File: config.mk
export PLATFORM = sky130hd
export DESIGN_NAME = ohci_list_pointer_regs
export DESIGN_NICKNAME = d
export VERILOG_FILES = /design/src/list_ptr_pkg.sv /design/src/ptr_update_if.sv /design/src/ohci_list_pointer_regs.sv /design/src/ptr_field_reg.sv
export SDC_FILE = /design/constraint.sdc
export NUM_CORES = 1
export LEC_CHECK = 0
export BUFFER_PORTS_ARGS = -buffer_cell sky130_fd_sc_hd__clkbuf_2
export CORE_MARGIN = 4
export CORE_UTILIZATION = 50
export CTS_BUF_LIST = sky130_fd_sc_hd__clkbuf_2
export DETAILED_ROUTE_END_ITERATION = 7
export HOLD_SLACK_MARGIN = 0.02
export PLACE_DENSITY = 0.82
export SYNTH_ARGS = -nofsm -noshare
export SYNTH_HDL_FRONTEND = slang
export SYNTH_SLANG_ARGS = --single-unit
File: constraint.sdc
create_clock -name clk_i -period 1.6 [get_ports clk_i]
set_input_delay 0.08 -clock clk_i [delete_from_list [all_inputs] [get_ports clk_i]]
set_output_delay 0.08 -clock clk_i [all_outputs]
set_load 0.01 [all_outputs]
File: src/list_ptr_pkg.sv
// list_ptr_pkg: offsets, field layouts and reset values of the list-pointer registers
// assumes a 32-bit register access port decoded by byte offset within the memory window
package list_ptr_pkg;
    localparam logic [7:0] COMM_AREA_BASE_OFF = 8'h18;
    localparam logic [7:0] PERIODIC_CUR_OFF = 8'h1c;
    localparam logic [7:0] CONTROL_HEAD_OFF = 8'h20;
    localparam int COMM_AREA_LSB = 8;
    localparam int DESC_PTR_LSB = 4;
    localparam logic [31:0] COMM_AREA_RESET = 32'h0000_0000;
    localparam logic [31:0] PERIODIC_CUR_RESET = 32'h0000_0000;
    localparam logic [31:0] CONTROL_HEAD_RESET = 32'h0000_0000;
    localparam logic [31:0] UNMAPPED_READ = 32'h0000_0000;
endpackage

File: src/ptr_update_if.sv
// ptr_update_if: load strobe and value carried from the top into a pointer register
// assumes one clock domain shared by both ends
`timescale 1ns/1ps
`default_nettype none
interface ptr_update_if #(parameter int WIDTH = 28);
    logic load;
    logic [WIDTH-1:0] value;
    modport src (output load, output value);
    modport dst (input load, input value);
endinterface : ptr_update_if
`default_nettype wire

File: src/ohci_list_pointer_regs.sv
// ohci_list_pointer_regs: communication-area base, periodic-current and control-head pointers
// assumes register port already decoded to this function's memory window; one cycle read latency
`timescale 1ns/1ps
`default_nettype none
module ohci_list_pointer_regs
    import list_ptr_pkg::*;
#(
    parameter int PTR_WIDTH = 28
) (
    // clock and reset
    input wire logic clk_i,
    input wire logic srst_i,
    // register access within the memory window
    input wire logic reg_wr_i,
    input wire logic reg_rd_i,
    input wire logic [7:0] reg_offset_i,
    input wire logic [31:0] reg_wdata_i,
    output logic [31:0] reg_rdata_o,
    output logic reg_rvalid_o,
    // controller side
    input wire logic periodic_done_i,
    input wire logic [31:0] periodic_next_i,
    input wire logic init_load_i,
    input wire logic [31:0] shared_head_i,
    output logic [31:0] comm_area_base_o
);
    // the pointer fields are fixed at 31..4; any other width would misplace the read word
    if (PTR_WIDTH != 32 - DESC_PTR_LSB) begin : gen_width_check
        $error("PTR_WIDTH must match the 31..4 pointer field");
    end

    typedef struct packed {
        logic [31-COMM_AREA_LSB:0] comm_area;
        logic [31:0] rdata;
        logic rvalid;
    } state_s;

    state_s st;
    state_s next_st;
    logic [PTR_WIDTH-1:0] periodic_current_field;
    logic [PTR_WIDTH-1:0] control_head_field;
    logic [31:0] periodic_word;
    logic [31:0] control_word;
    logic hit_base;
    logic hit_periodic;
    logic hit_control;
    logic hit_mapped;
    logic base_wr;
    logic ro_wr;

    // one decode serves the write path and the checks; the read mux compares the offset itself
    assign hit_base = reg_offset_i == COMM_AREA_BASE_OFF;
    assign hit_periodic = reg_offset_i == PERIODIC_CUR_OFF;
    assign hit_control = reg_offset_i == CONTROL_HEAD_OFF;
    assign hit_mapped = hit_base || hit_periodic || hit_control;
    assign base_wr = reg_wr_i && hit_base;
    // writes to the pointers go nowhere; named only so the checks can see them
    assign ro_wr = reg_wr_i && (hit_periodic || hit_control);

    ptr_update_if #(.WIDTH(PTR_WIDTH)) periodic_upd ();
    ptr_update_if #(.WIDTH(PTR_WIDTH)) control_upd ();

    // only the controller can move these; bus writes never reach them
    assign periodic_upd.load = periodic_done_i;
    assign periodic_upd.value = periodic_next_i[31:DESC_PTR_LSB];
    assign control_upd.load = init_load_i;
    assign control_upd.value = shared_head_i[31:DESC_PTR_LSB];

    ptr_field_reg #(.WIDTH(PTR_WIDTH)) periodic_reg (
        .clk_i(clk_i),
        .srst_i(srst_i),
        .upd(periodic_upd),
        .field_o(periodic_current_field)
    );

    ptr_field_reg #(.WIDTH(PTR_WIDTH)) control_reg (
        .clk_i(clk_i),
        .srst_i(srst_i),
        .upd(control_upd),
        .field_o(control_head_field)
    );

    assign periodic_word = {periodic_current_field, 4'h0};
    assign control_word = {control_head_field, 4'h0};

    always_comb begin
        next_st = st;
        next_st.rvalid = reg_rd_i;
        // low bits are not stored at all, so all-ones readback reveals the alignment
        if (base_wr) begin
            next_st.comm_area = reg_wdata_i[31:COMM_AREA_LSB];
        end
        if (reg_rd_i) begin
            unique case (reg_offset_i)
                COMM_AREA_BASE_OFF: next_st.rdata = {st.comm_area, 8'h00};
                PERIODIC_CUR_OFF: next_st.rdata = periodic_word;
                CONTROL_HEAD_OFF: next_st.rdata = control_word;
                default: next_st.rdata = UNMAPPED_READ;
            endcase
        end
    end

    always_ff @(posedge clk_i) begin
        if (srst_i) begin
            st.comm_area <= COMM_AREA_RESET[31:COMM_AREA_LSB];
            st.rdata <= 32'h0000_0000;
            st.rvalid <= 1'b0;
        end else begin
            st <= next_st;
        end
    end

    // controller fetches shared structures from this base; low byte is never stored
    assign comm_area_base_o = {st.comm_area, 8'h00};

    assign reg_rdata_o = st.rdata;
    assign reg_rvalid_o = st.rvalid;

    // every answer and every pointer move is due exactly one edge after its strobe
    base_write_a: assert property (@(posedge clk_i) disable iff (srst_i)
        base_wr
        |=> comm_area_base_o == {$past(reg_wdata_i[31:COMM_AREA_LSB]), 8'h00})
        else $error("base write not stored");

    base_hold_a: assert property (@(posedge clk_i) disable iff (srst_i)
        !base_wr
        |=> $stable(comm_area_base_o))
        else $error("base changed without a write");

    low_zero_a: assert property (@(posedge clk_i) disable iff (srst_i)
        reg_rd_i && hit_base
        |=> reg_rdata_o[7:0] == 8'h00)
        else $error("base low bits read nonzero");

    align_probe_a: assert property (@(posedge clk_i) disable iff (srst_i)
        base_wr && reg_wdata_i == 32'hffff_ffff
        |=> comm_area_base_o == 32'hffff_ff00)
        else $error("alignment probe wrong");

    base_read_a: assert property (@(posedge clk_i) disable iff (srst_i)
        reg_rd_i && hit_base
        |=> reg_rvalid_o && reg_rdata_o == $past(comm_area_base_o))
        else $error("base read wrong");

    periodic_upd_a: assert property (@(posedge clk_i) disable iff (srst_i)
        periodic_done_i
        |=> periodic_word == {$past(periodic_next_i[31:DESC_PTR_LSB]), 4'h0})
        else $error("periodic pointer not updated");

    periodic_hold_a: assert property (@(posedge clk_i) disable iff (srst_i)
        !periodic_done_i
        |=> $stable(periodic_word))
        else $error("periodic pointer moved without a load");

    periodic_live_a: assert property (@(posedge clk_i) disable iff (srst_i)
        reg_rd_i && hit_periodic
        |=> reg_rvalid_o && reg_rdata_o == $past(periodic_word))
        else $error("periodic read not live");

    periodic_ro_a: assert property (@(posedge clk_i) disable iff (srst_i)
        ro_wr && !periodic_done_i
        |=> $stable(periodic_word))
        else $error("periodic pointer written by bus");

    control_init_a: assert property (@(posedge clk_i) disable iff (srst_i)
        init_load_i
        |=> control_word == {$past(shared_head_i[31:DESC_PTR_LSB]), 4'h0})
        else $error("control head not loaded");

    control_hold_a: assert property (@(posedge clk_i) disable iff (srst_i)
        !init_load_i
        |=> $stable(control_word))
        else $error("control head moved without a load");

    control_read_a: assert property (@(posedge clk_i) disable iff (srst_i)
        reg_rd_i && hit_control
        |=> reg_rvalid_o && reg_rdata_o == $past(control_word))
        else $error("control head read wrong");

    ro_write_a: assert property (@(posedge clk_i) disable iff (srst_i)
        ro_wr && !init_load_i
        |=> $stable(control_word))
        else $error("control head written by bus");

    read_answer_a: assert property (@(posedge clk_i) disable iff (srst_i)
        reg_rd_i
        |=> reg_rvalid_o)
        else $error("read not answered");

    answer_pulse_a: assert property (@(posedge clk_i) disable iff (srst_i)
        !reg_rd_i
        |=> !reg_rvalid_o)
        else $error("read answer without a read");

    read_stands_a: assert property (@(posedge clk_i) disable iff (srst_i)
        !reg_rd_i
        |=> $stable(reg_rdata_o))
        else $error("read data changed without a read");

    unmapped_zero_a: assert property (@(posedge clk_i) disable iff (srst_i)
        reg_rd_i && !hit_mapped
        |=> reg_rvalid_o && reg_rdata_o == UNMAPPED_READ)
        else $error("unmapped read not zero");

    reset_values_a: assert property (@(posedge clk_i) disable iff (srst_i)
        $fell(srst_i) |-> comm_area_base_o == COMM_AREA_RESET && periodic_word == PERIODIC_CUR_RESET
            && control_word == CONTROL_HEAD_RESET && !reg_rvalid_o && reg_rdata_o == 32'h0000_0000)
        else $error("registers not at reset values");
endmodule // ohci_list_pointer_regs
`default_nettype wire

File: src/ptr_field_reg.sv
// ptr_field_reg: one pointer field, loaded only by the controller, never by a register write
// assumes srst_i synchronous active high, clk_i the core clock
`timescale 1ns/1ps
`default_nettype none
module ptr_field_reg #(
    parameter int WIDTH = 28
) (
    // clock and reset
    input wire logic clk_i,
    input wire logic srst_i,
    // update from controller
    ptr_update_if.dst upd,
    // stored field
    output logic [WIDTH-1:0] field_o
);
    typedef struct packed {
        logic [WIDTH-1:0] field;
    } state_s;

    // a zero-width field has nothing to hold
    if (WIDTH < 1) begin : gen_width_check
        $error("WIDTH must be at least one");
    end

    state_s st;
    state_s next_st;

    always_comb begin
        next_st = st;
        if (upd.load) begin
            next_st.field = upd.value;
        end
    end

    always_ff @(posedge clk_i) begin
        if (srst_i) begin
            st <= '0;
        end else begin
            st <= next_st;
        end
    end

    assign field_o = st.field;

    hold_no_load_a: assert property (@(posedge clk_i) disable iff (srst_i)
        !upd.load |=> $stable(field_o)) else $error("pointer changed without a load");
    load_takes_a: assert property (@(posedge clk_i) disable iff (srst_i)
        upd.load |=> field_o == $past(upd.value)) else $error("pointer load not taken");
endmodule // ptr_field_reg
`default_nettype wire

==> metrics.cfg, run 1 <==
[placement]
dp_hpwl_mm = 8.87
dpl.cell_count = 699
portBuffers = 146
gp_congestion = 0.794

[logic_synthesis]
syn_area_sq_mm = 0.00454
synth_warnings = 0
synth_top_area_share_pct = 48.1
ys_types = 26
synth.top_cells.by_area = dfxtp_1 (48%), mux2i_1 (12%), mux2_2 (6.0%), nor2_1 (4.7%), a22oi_1 (4.6%)
syn_avg_cell_area_sq_um = 9.72
synth_seq_area_share_pct = 48.1
yosys_register_bits = 109
yosysTopAreaCell = dfxtp_1
postSynthCellCount = 467

[clock_network]
postCtsSetupBuffers = 0
cts_hold_repair.buffers = 144
cts.htree.levels = 3
numCtsBuffers = 9
cts_sinks = 109
cts_buffer_depth = 2
cts_resized = 0
cts_root_buf = clkbuf_2

[run_status]
status = stopped before the end
error_line = [ERROR RSZ-0060] Max buffer count reached.
lastStage = clock tree synthesis (4_1_cts)

[floorplan]
rows = 34
ioPinCount = 175
start_util_pct = 51.8
die_w_microns = 103
die_h_microns = 103

-- Yosys cell counts --
| cell | instances |
|---|---|
| and4b_1 | 1 |
| o21ai_1 | 20 |
| buf_1 | 4 |
| nor2_1 | 57 |
| nand2b_1 | 1 |
| dfxtp_1 | 109 |
| or4_4 | 1 |
| a21oi_1 | 24 |
| mux2i_1 | 56 |
| nor4_4 | 1 |
| buf_8 | 2 |
| o31ai_1 | 24 |
| conb_1 | 1 |
| nand3b_1 | 1 |
| buf_4 | 12 |
| buf_2 | 15 |
| o21ai_0 | 8 |
| nor2b_1 | 2 |
| and3b_1 | 1 |
| clkbuf_1 | 20 |
| a22oi_1 | 28 |
| nand2_1 | 29 |
| nor4b_4 | 1 |
| nand4_1 | 24 |
| mux2_2 | 24 |
| buf_6 | 1 |
-- cells by family after synthesis --
group	Yosys count	share of synthesized area, %
AOI/OAI and AO/OA	104	14.3
buffers and inverters	54	6.53
DFF	109	48.1
muxes	80	18.3
other	1	0.0826
and+or+nand+nor	119	12.7
-- through the flow --
stage	util, %	setup slack, ns	cell area (sq um)
after floorplan	-	0.288	4580
after global placement	61.1	0.210	5350
after detailed placement	61.1	0.138	5350
==> run 2, diff against run 1 <==
--- a/config.mk
+++ b/config.mk
@@ -7,11 +7,9 @@
 export LEC_CHECK = 0
 export BUFFER_PORTS_ARGS = -buffer_cell sky130_fd_sc_hd__clkbuf_2
 export CORE_MARGIN = 4
-export CORE_UTILIZATION = 50
-export CTS_BUF_LIST = sky130_fd_sc_hd__clkbuf_2
+export CORE_UTILIZATION = 40
 export DETAILED_ROUTE_END_ITERATION = 7
-export HOLD_SLACK_MARGIN = 0.02
-export PLACE_DENSITY = 0.82
+export PLACE_DENSITY_LB_ADDON = 0.15
 export SYNTH_ARGS = -nofsm -noshare
 export SYNTH_HDL_FRONTEND = slang
 export SYNTH_SLANG_ARGS = --single-unit
==> run 2 against run 1 <==
- the flow now finishes, with violations (negative hold slack)
- synthesized cell count unchanged
- synthesized area unchanged
==> metrics.cfg, run 2 <==
[run_status]
status = finished with violations
violations = negative hold slack

[timing]
fin_setup_tns_ns = 0
clock_skew_ns = 0.00679
slew_headroom_pct = 66.9
tightestPinTransition_ns = 0.493
hold-worst-slack_ns = -0.000844
min_period_over_period_pct = 79.9
fin_crit_ns = 1.28
rsz0062_at_grt = false
max_freq_ghz = 0.782
hold_viol_final = 1
setup_viol = 0
slew_violations = 0

[critical_path]
ff2ff_setup_slack_ns = 0.59
worst_ep_arrival_time_ns = 1.54
crit_chain = dlygate4sd3_1 > clkbuf_2 > buf_4 > nor2_2 > buf_4 > nand2_1 > o21ai_1
end_kind = flip-flop
r2r_end = reg_rdata_o[25]$_SDFFE_PP0P_
crit_path_start_kind = primary input
cpMostUsedCell = buf_4
ff2ff_path_depth = 3
startpoint = srst_i
critPathMaxStageDelay_ns = 0.54
cp_data_required_time_ns = 1.86
slowest_stage = dlygate4sd3_1
cp_max_fo = 21
worstSetupPathType = in -> reg
r2r-start = comm_area_base_o[25]$_SDFFE_PP0P_

[final_layout]
nFillCells = 939
fin_nets = 788
final_common_cell = clkbuf_2
final_cell_mix = clkbuf_2 (146), dfxtp_1 (109), dlygate4sd3_1 (75)
layout-drive-gt1-share_pct = 31.2
final_util_pct = 58.9
multi_input_area_sq_mm = 0.00211
area_growth_pct = 42.5
regArea_sq_mm = 0.00218

[logic_synthesis]
syn_avg_cell_area_sq_um = 9.72  ; unchanged
synth_warnings = 0  ; unchanged
synth_ff_type = dfxtp_1
yosysTopAreaCell = dfxtp_1
syn_area_sq_mm = 0.00454  ; unchanged
synth_seq_area_share_pct = 48.1  ; unchanged
synth.most_common_cell = dfxtp_1
ys_types = 26  ; unchanged
synth_edf_count = 0  ; unchanged
synth_common_cells = dfxtp_1 (109), nor2_1 (57), mux2i_1 (56)
synth_top_area_share_pct = 48.1  ; unchanged
ys_async_sr_fraction_pct = 0  ; unchanged
yosys_register_bits = 109  ; unchanged
postSynthCellCount = 467  ; unchanged
synth.top_cells.by_area = dfxtp_1 (48%), mux2i_1 (12%), mux2_2 (6.0%), nor2_1 (4.7%), a22oi_1 (4.6%)

[clock_network]
cts_resized = 0  ; unchanged
cts_buffer_depth = 2  ; unchanged
cts_root_buf = clkbuf_16
cts_sinks = 109  ; unchanged
clk_latency_ns = 0.34
cts.htree.levels = 3  ; unchanged
numCtsBuffers = 9  ; unchanged
cts_tree = built
clk_pin_slew_ns = 0.07

[route]
wire_per_inst_microns = 16.9
drt_iter0_markers = 162
routed_via_density = 5.12
firstDrtPassIters = 5
routed-via-count = 4219
wl_mm = 13.9
route.detailed.drc = 0
drtAntennaViolNets = 0

[global_routing]
grt_pass1_wl_mm = 21.6
antenna_found_initial = 0
gr-total-overflow = 0
grt_pass1_vias = 4216
track_usage_pct = 21.1
grt_max_degree = 35

[floorplan]
rows = 38  ; +12%
core_region_area_sq_mm = 0.0110
die_w_microns = 115  ; +11%
fp.dieArea_sq_mm = 0.0131
die_h_microns = 115  ; +11%
ioPinCount = 175  ; unchanged
start_util_pct = 41.3  ; -10 points

[pwr]
power-per-cell-area_mw_per_mm2 = 894
p_leak_nw = 2.84
ir_worst_vdd_mv = 0.473

[job]
maxCapViolations = 0

[placement]
dp_hpwl_mm = 9.27  ; +4.5%
gp_congestion = 0.807  ; +1.7%
portBuffers = 146  ; unchanged

[worst_hold_path]
hold_path_depth = 3
hp-start = periodic_next_i[12]
holdCritPathClass = in -> reg
min_to = periodic_reg.field_o[8]$_SDFFE_PP0P_

==> run 2: cell counts after synthesis <==
No cell type changed its count.
==> run 2: final cells by class <==
cell class / instances / share of cell area (%)
diodes: 1 / 0.0387
multi-input cells: 315 / 32.6
clock inverters: 5 / 0.929
flip-flops and latches: 109 / 33.7
well taps: 140 / 2.71
repair buffers: 243 / 26.2
clock buffers: 11 / 3.75
==> run 2: cells by family (layout without fill, tap and decap cells) <==
group,after synthesis,after routing,share of synthesized area [%]
and+or+nand+nor,119,119,12.7
DFF,109,109,48.1
AOI/OAI and AO/OA,104,104,14.3
muxes,80,80,18.3
buffers and inverters,54,259,6.53
other,1,13,0.0826
==> run 2: repair_timing <==
action	in CTS	in global routing
hold buffers	75	0
setup buffers	0	0
endpoints found under the hold margin	74	0
==> run 2: stage by stage <==
step	total power, mW	worst slack, ns	instances	cell area [sq um]
2_1_floorplan	3.22	0.288	478	4580
3_3_place_gp	3.44	0.201	732	5410
3_5_place_dp	3.45	0.170	732	5410
4_1_cts	5.83	0.317	823	6460
5_1_grt	6.02	0.209	823	6460
6_report	5.78	0.321	824	6470
==> run 2: worst max-delay path by stage <==
| stage | end | slack [ns] | depth (start not counted) |
|---|---|---|---|
| floorplan | reg_rdata_o[15]$_SDFFE_PP0P_ | 0.29 | 5 |
| global placement | comm_area_base_o[28]$_SDFFE_PP0P_ | 0.20 | 4 |
| detailed placement | comm_area_base_o[18]$_SDFFE_PP0P_ | 0.17 | 4 |
| CTS | reg_rdata_o[14]$_SDFFE_PP0P_ | 0.32 | 7 |
| global route | reg_rdata_o[14]$_SDFFE_PP0P_ | 0.21 | 7 |
| finish | reg_rdata_o[14]$_SDFFE_PP0P_ | 0.32 | 7 |
==> run 2: report_power, final <==
group / leakage (nW) / total (mW) / switching (mW) / internal [mW]
sequential: 0.889 / 2.84 / 0.0427 / 2.80
combinational: 1.80 / 0.693 / 0.328 / 0.365
clock: 0.146 / 2.25 / 0.986 / 1.26
==> run 2: routing by layer <==
layer | vias to the layer above | GRT usage (%) | wire length, microns
met5 | - | 0 | 0
met4 | 0 | 6.25 | 125
met3 | 11 | 3.59 | 931
met2 | 156 | 36.4 | 6800
met1 | 1976 | 26.9 | 6080
li1 | 2076 | - | -
==> run 2: critical path, delay by kind of cell <==
family | cells | cell delay (ns)
buffers and inverters | 4 | 1.12
and+or+nand+nor | 2 | 0.25
AOI/OAI and AO/OA | 1 | 0.08
No activity file was read; power rests on OpenSTA's default activity.
==> run 3, diff against run 2 <==
==> constraint.sdc (replaced) <==
create_clock -name clk_i -period 1 [get_ports clk_i]
set_input_delay 0.05 -clock clk_i [delete_from_list [all_inputs] [get_ports clk_i]]
set_output_delay 0.05 -clock clk_i [all_outputs]
set_load 0.01 [all_outputs]
==> run 3 against run 2 <==
- the run ends with negative setup slack left
- die area stayed put
- flip-flop and latch count stayed put
- power is 64% higher
- non-clock buffer count is 28 higher
- first-iteration DRC count grew 52%
- critical path type unchanged
- critical endpoint is now comm_area_base_o[9]$_SDFFE_PP0P_
==> metrics.cfg, run 3 (synthesis results as in run 2) <==
[global_routing]
grt_pass1_wl_mm = 22.4  ; +3.6%
gr-total-overflow = 0  ; unchanged
antenna_found_initial = 0  ; unchanged
grt_pass1_vias = 4471  ; +6.0%
grt_max_degree = 67  ; +91%
track_usage_pct = 21.8  ; +0.75 points

[critical_path]
crit_path_start_kind = primary input
ff2ff_path_depth = 3  ; unchanged
ff2ff_setup_slack_ns = 0.06  ; -0.53 ns
worstSetupPathType = in -> reg
end_kind = flip-flop
r2r_end = reg_rdata_o[22]$_SDFFE_PP0P_
worst_ep_arrival_time_ns = 1.23  ; -0.31 ns
cp_data_required_time_ns = 1.22  ; -0.64 ns
cp_max_fo = 12  ; -43%
r2r-start = periodic_reg.field_o[18]$_SDFFE_PP0P_

[route]
drt_iter0_markers = 246  ; +52%
route.detailed.drc = 0  ; unchanged
firstDrtPassIters = 4  ; -1
wire_per_inst_microns = 17.1  ; +1.1%
wl_mm = 14.6  ; +4.5%
routed_via_density = 5.12  ; about the same
drtAntennaViolNets = 0  ; unchanged
routed-via-count = 4360  ; +3.3%

[run_status]
status = finished with violations
violations = negative setup slack

[clock_network]
numCtsBuffers = 9  ; unchanged
cts_sinks = 109  ; unchanged
cts.htree.levels = 3  ; unchanged
cts_buffer_depth = 2  ; unchanged
cts_tree = built
cts_root_buf = clkbuf_16
clk_latency_ns = 0.35  ; about the same
clk_pin_slew_ns = 0.07  ; about the same

[final_layout]
stdcell_area_sq_mm = 0.00701  ; +8.4%
layout-drive-gt1-share_pct = 37.4  ; +6.2 points
antenna_cells = 0  ; -1
final_cell_mix = clkbuf_2 (132), dfxtp_1 (90), dlygate4sd3_1 (81)
area_growth_pct = 54.5
fin_nets = 817  ; +3.7%
final_util_pct = 63.8  ; +4.9 points
final_common_cell = clkbuf_2

[worst_hold_path]
hold_path_depth = 5  ; +2
min_to = reg_rdata_o[4]$_SDFFE_PP0P_
holdCritPathClass = in -> reg
hp-start = reg_rd_i

[timing]
rsz0062_at_grt = true
fin_crit_ns = 1.01
min_period_over_period_pct = 101
max_freq_ghz = 0.995
worst_slack_ns = -0.00510  ; -0.326 ns
hold_viol_final = 0  ; -1
setup_viol = 1  ; +1
clock_skew_ns = 0.00573  ; -0.00106 ns
slew_violations = 0  ; unchanged

[placement]
portBuffers = 146  ; unchanged
gp_congestion = 0.796  ; -1.3%
dp_hpwl_mm = 9.63  ; +3.9%
dpl-instance-area_sq_mm = 0.00576  ; +6.4%

[floorplan]
die_w_microns = 115  ; unchanged
ioPinCount = 175  ; unchanged
core_region_area_sq_mm = 0.0110  ; unchanged
start_util_pct = 41.3  ; unchanged
fp.dieArea_sq_mm = 0.0131  ; unchanged
rows = 38  ; unchanged
die_h_microns = 115  ; unchanged

[pwr]
p_leak_nw = 3.07  ; +8.2%
p_total_mw = 9.47  ; +64%
ir_worst_vdd_mv = 1.82  ; +290%
power-per-cell-area_mw_per_mm2 = 1350  ; +51%

[job]
maxCapViolations = 0  ; unchanged

run 3: cell type report:
cell class	instances	area, sq um
Tap cell	140	175
Fill cell	872	3970
Sequential cell	109	2210
Clock buffer	13	270
Clock inverter	3	42.5
Timing Repair Buffer	271	2150
Multi-Input combinational cell	316	2170
run 3: critical path, stage by stage:
cell	delay, ns
clkbuf_2	0.12
or4_4	0.67
o31ai_1	0.29
a21oi_1	0.09
run 3: timing repair:
item | in CTS | in global routing
pin swaps | 1 | 1
gates cloned | 0 | 1
buffers inserted | 0 | 0
resized for setup | 3 | 62
hold endpoints to repair | 81 | 0
setup endpoints to repair | 6 | 39
hold buffers | 81 | 0
run 3: per-stage QoR:
stage	setup slack, ns	hold WS, ns	TNS, ns	instances
floorplan	-0.213	0.197	-6.91	478
global placement	-0.367	0.284	-14.07	759
detailed placement	-0.384	0.294	-14.92	759
CTS	0.00202	0.139	0	856
global route	-0.0214	0.156	-0.131	852
finish	-0.00510	0.147	-0.00510	852
run 3: layer usage:
layer | up-vias | global-route usage [%] | part of all wire [%]
li1 | 2133 | - | -
met1 | 2053 | 27.1 | 42
met2 | 159 | 36.5 | 50
met3 | 15 | 6.55 | 6.7
met4 | 0 | 6.49 | 1.4
met5 | - | 0 | 0
run 3: worst max path at each step:
stage               cells after the start  slack [ns]                         startpoint                                end
global placement                        4       -0.37                    reg_offset_i[7]  comm_area_base_o[31]$_SDFFE_PP0P_
global route                            4       -0.02                    reg_offset_i[6]  comm_area_base_o[10]$_SDFFE_PP0P_
floorplan                               5       -0.21                    reg_offset_i[7]  comm_area_base_o[11]$_SDFFE_PP0P_
detailed placement                      4       -0.38                    reg_offset_i[7]   comm_area_base_o[9]$_SDFFE_PP0P_
CTS                                     2       0.002  comm_area_base_o[28]$_SDFFE_PP0P_               comm_area_base_o[28]
finish                                  4      -0.005                    reg_offset_i[6]   comm_area_base_o[9]$_SDFFE_PP0P_
run 3: report_power, final:
part           switching [mW]  total, mW  internal (mW)
logic                   0.555       1.22          0.661
clock network            1.55       3.70           2.14
registers              0.0768       4.55           4.48
total                    2.18       9.47           7.28
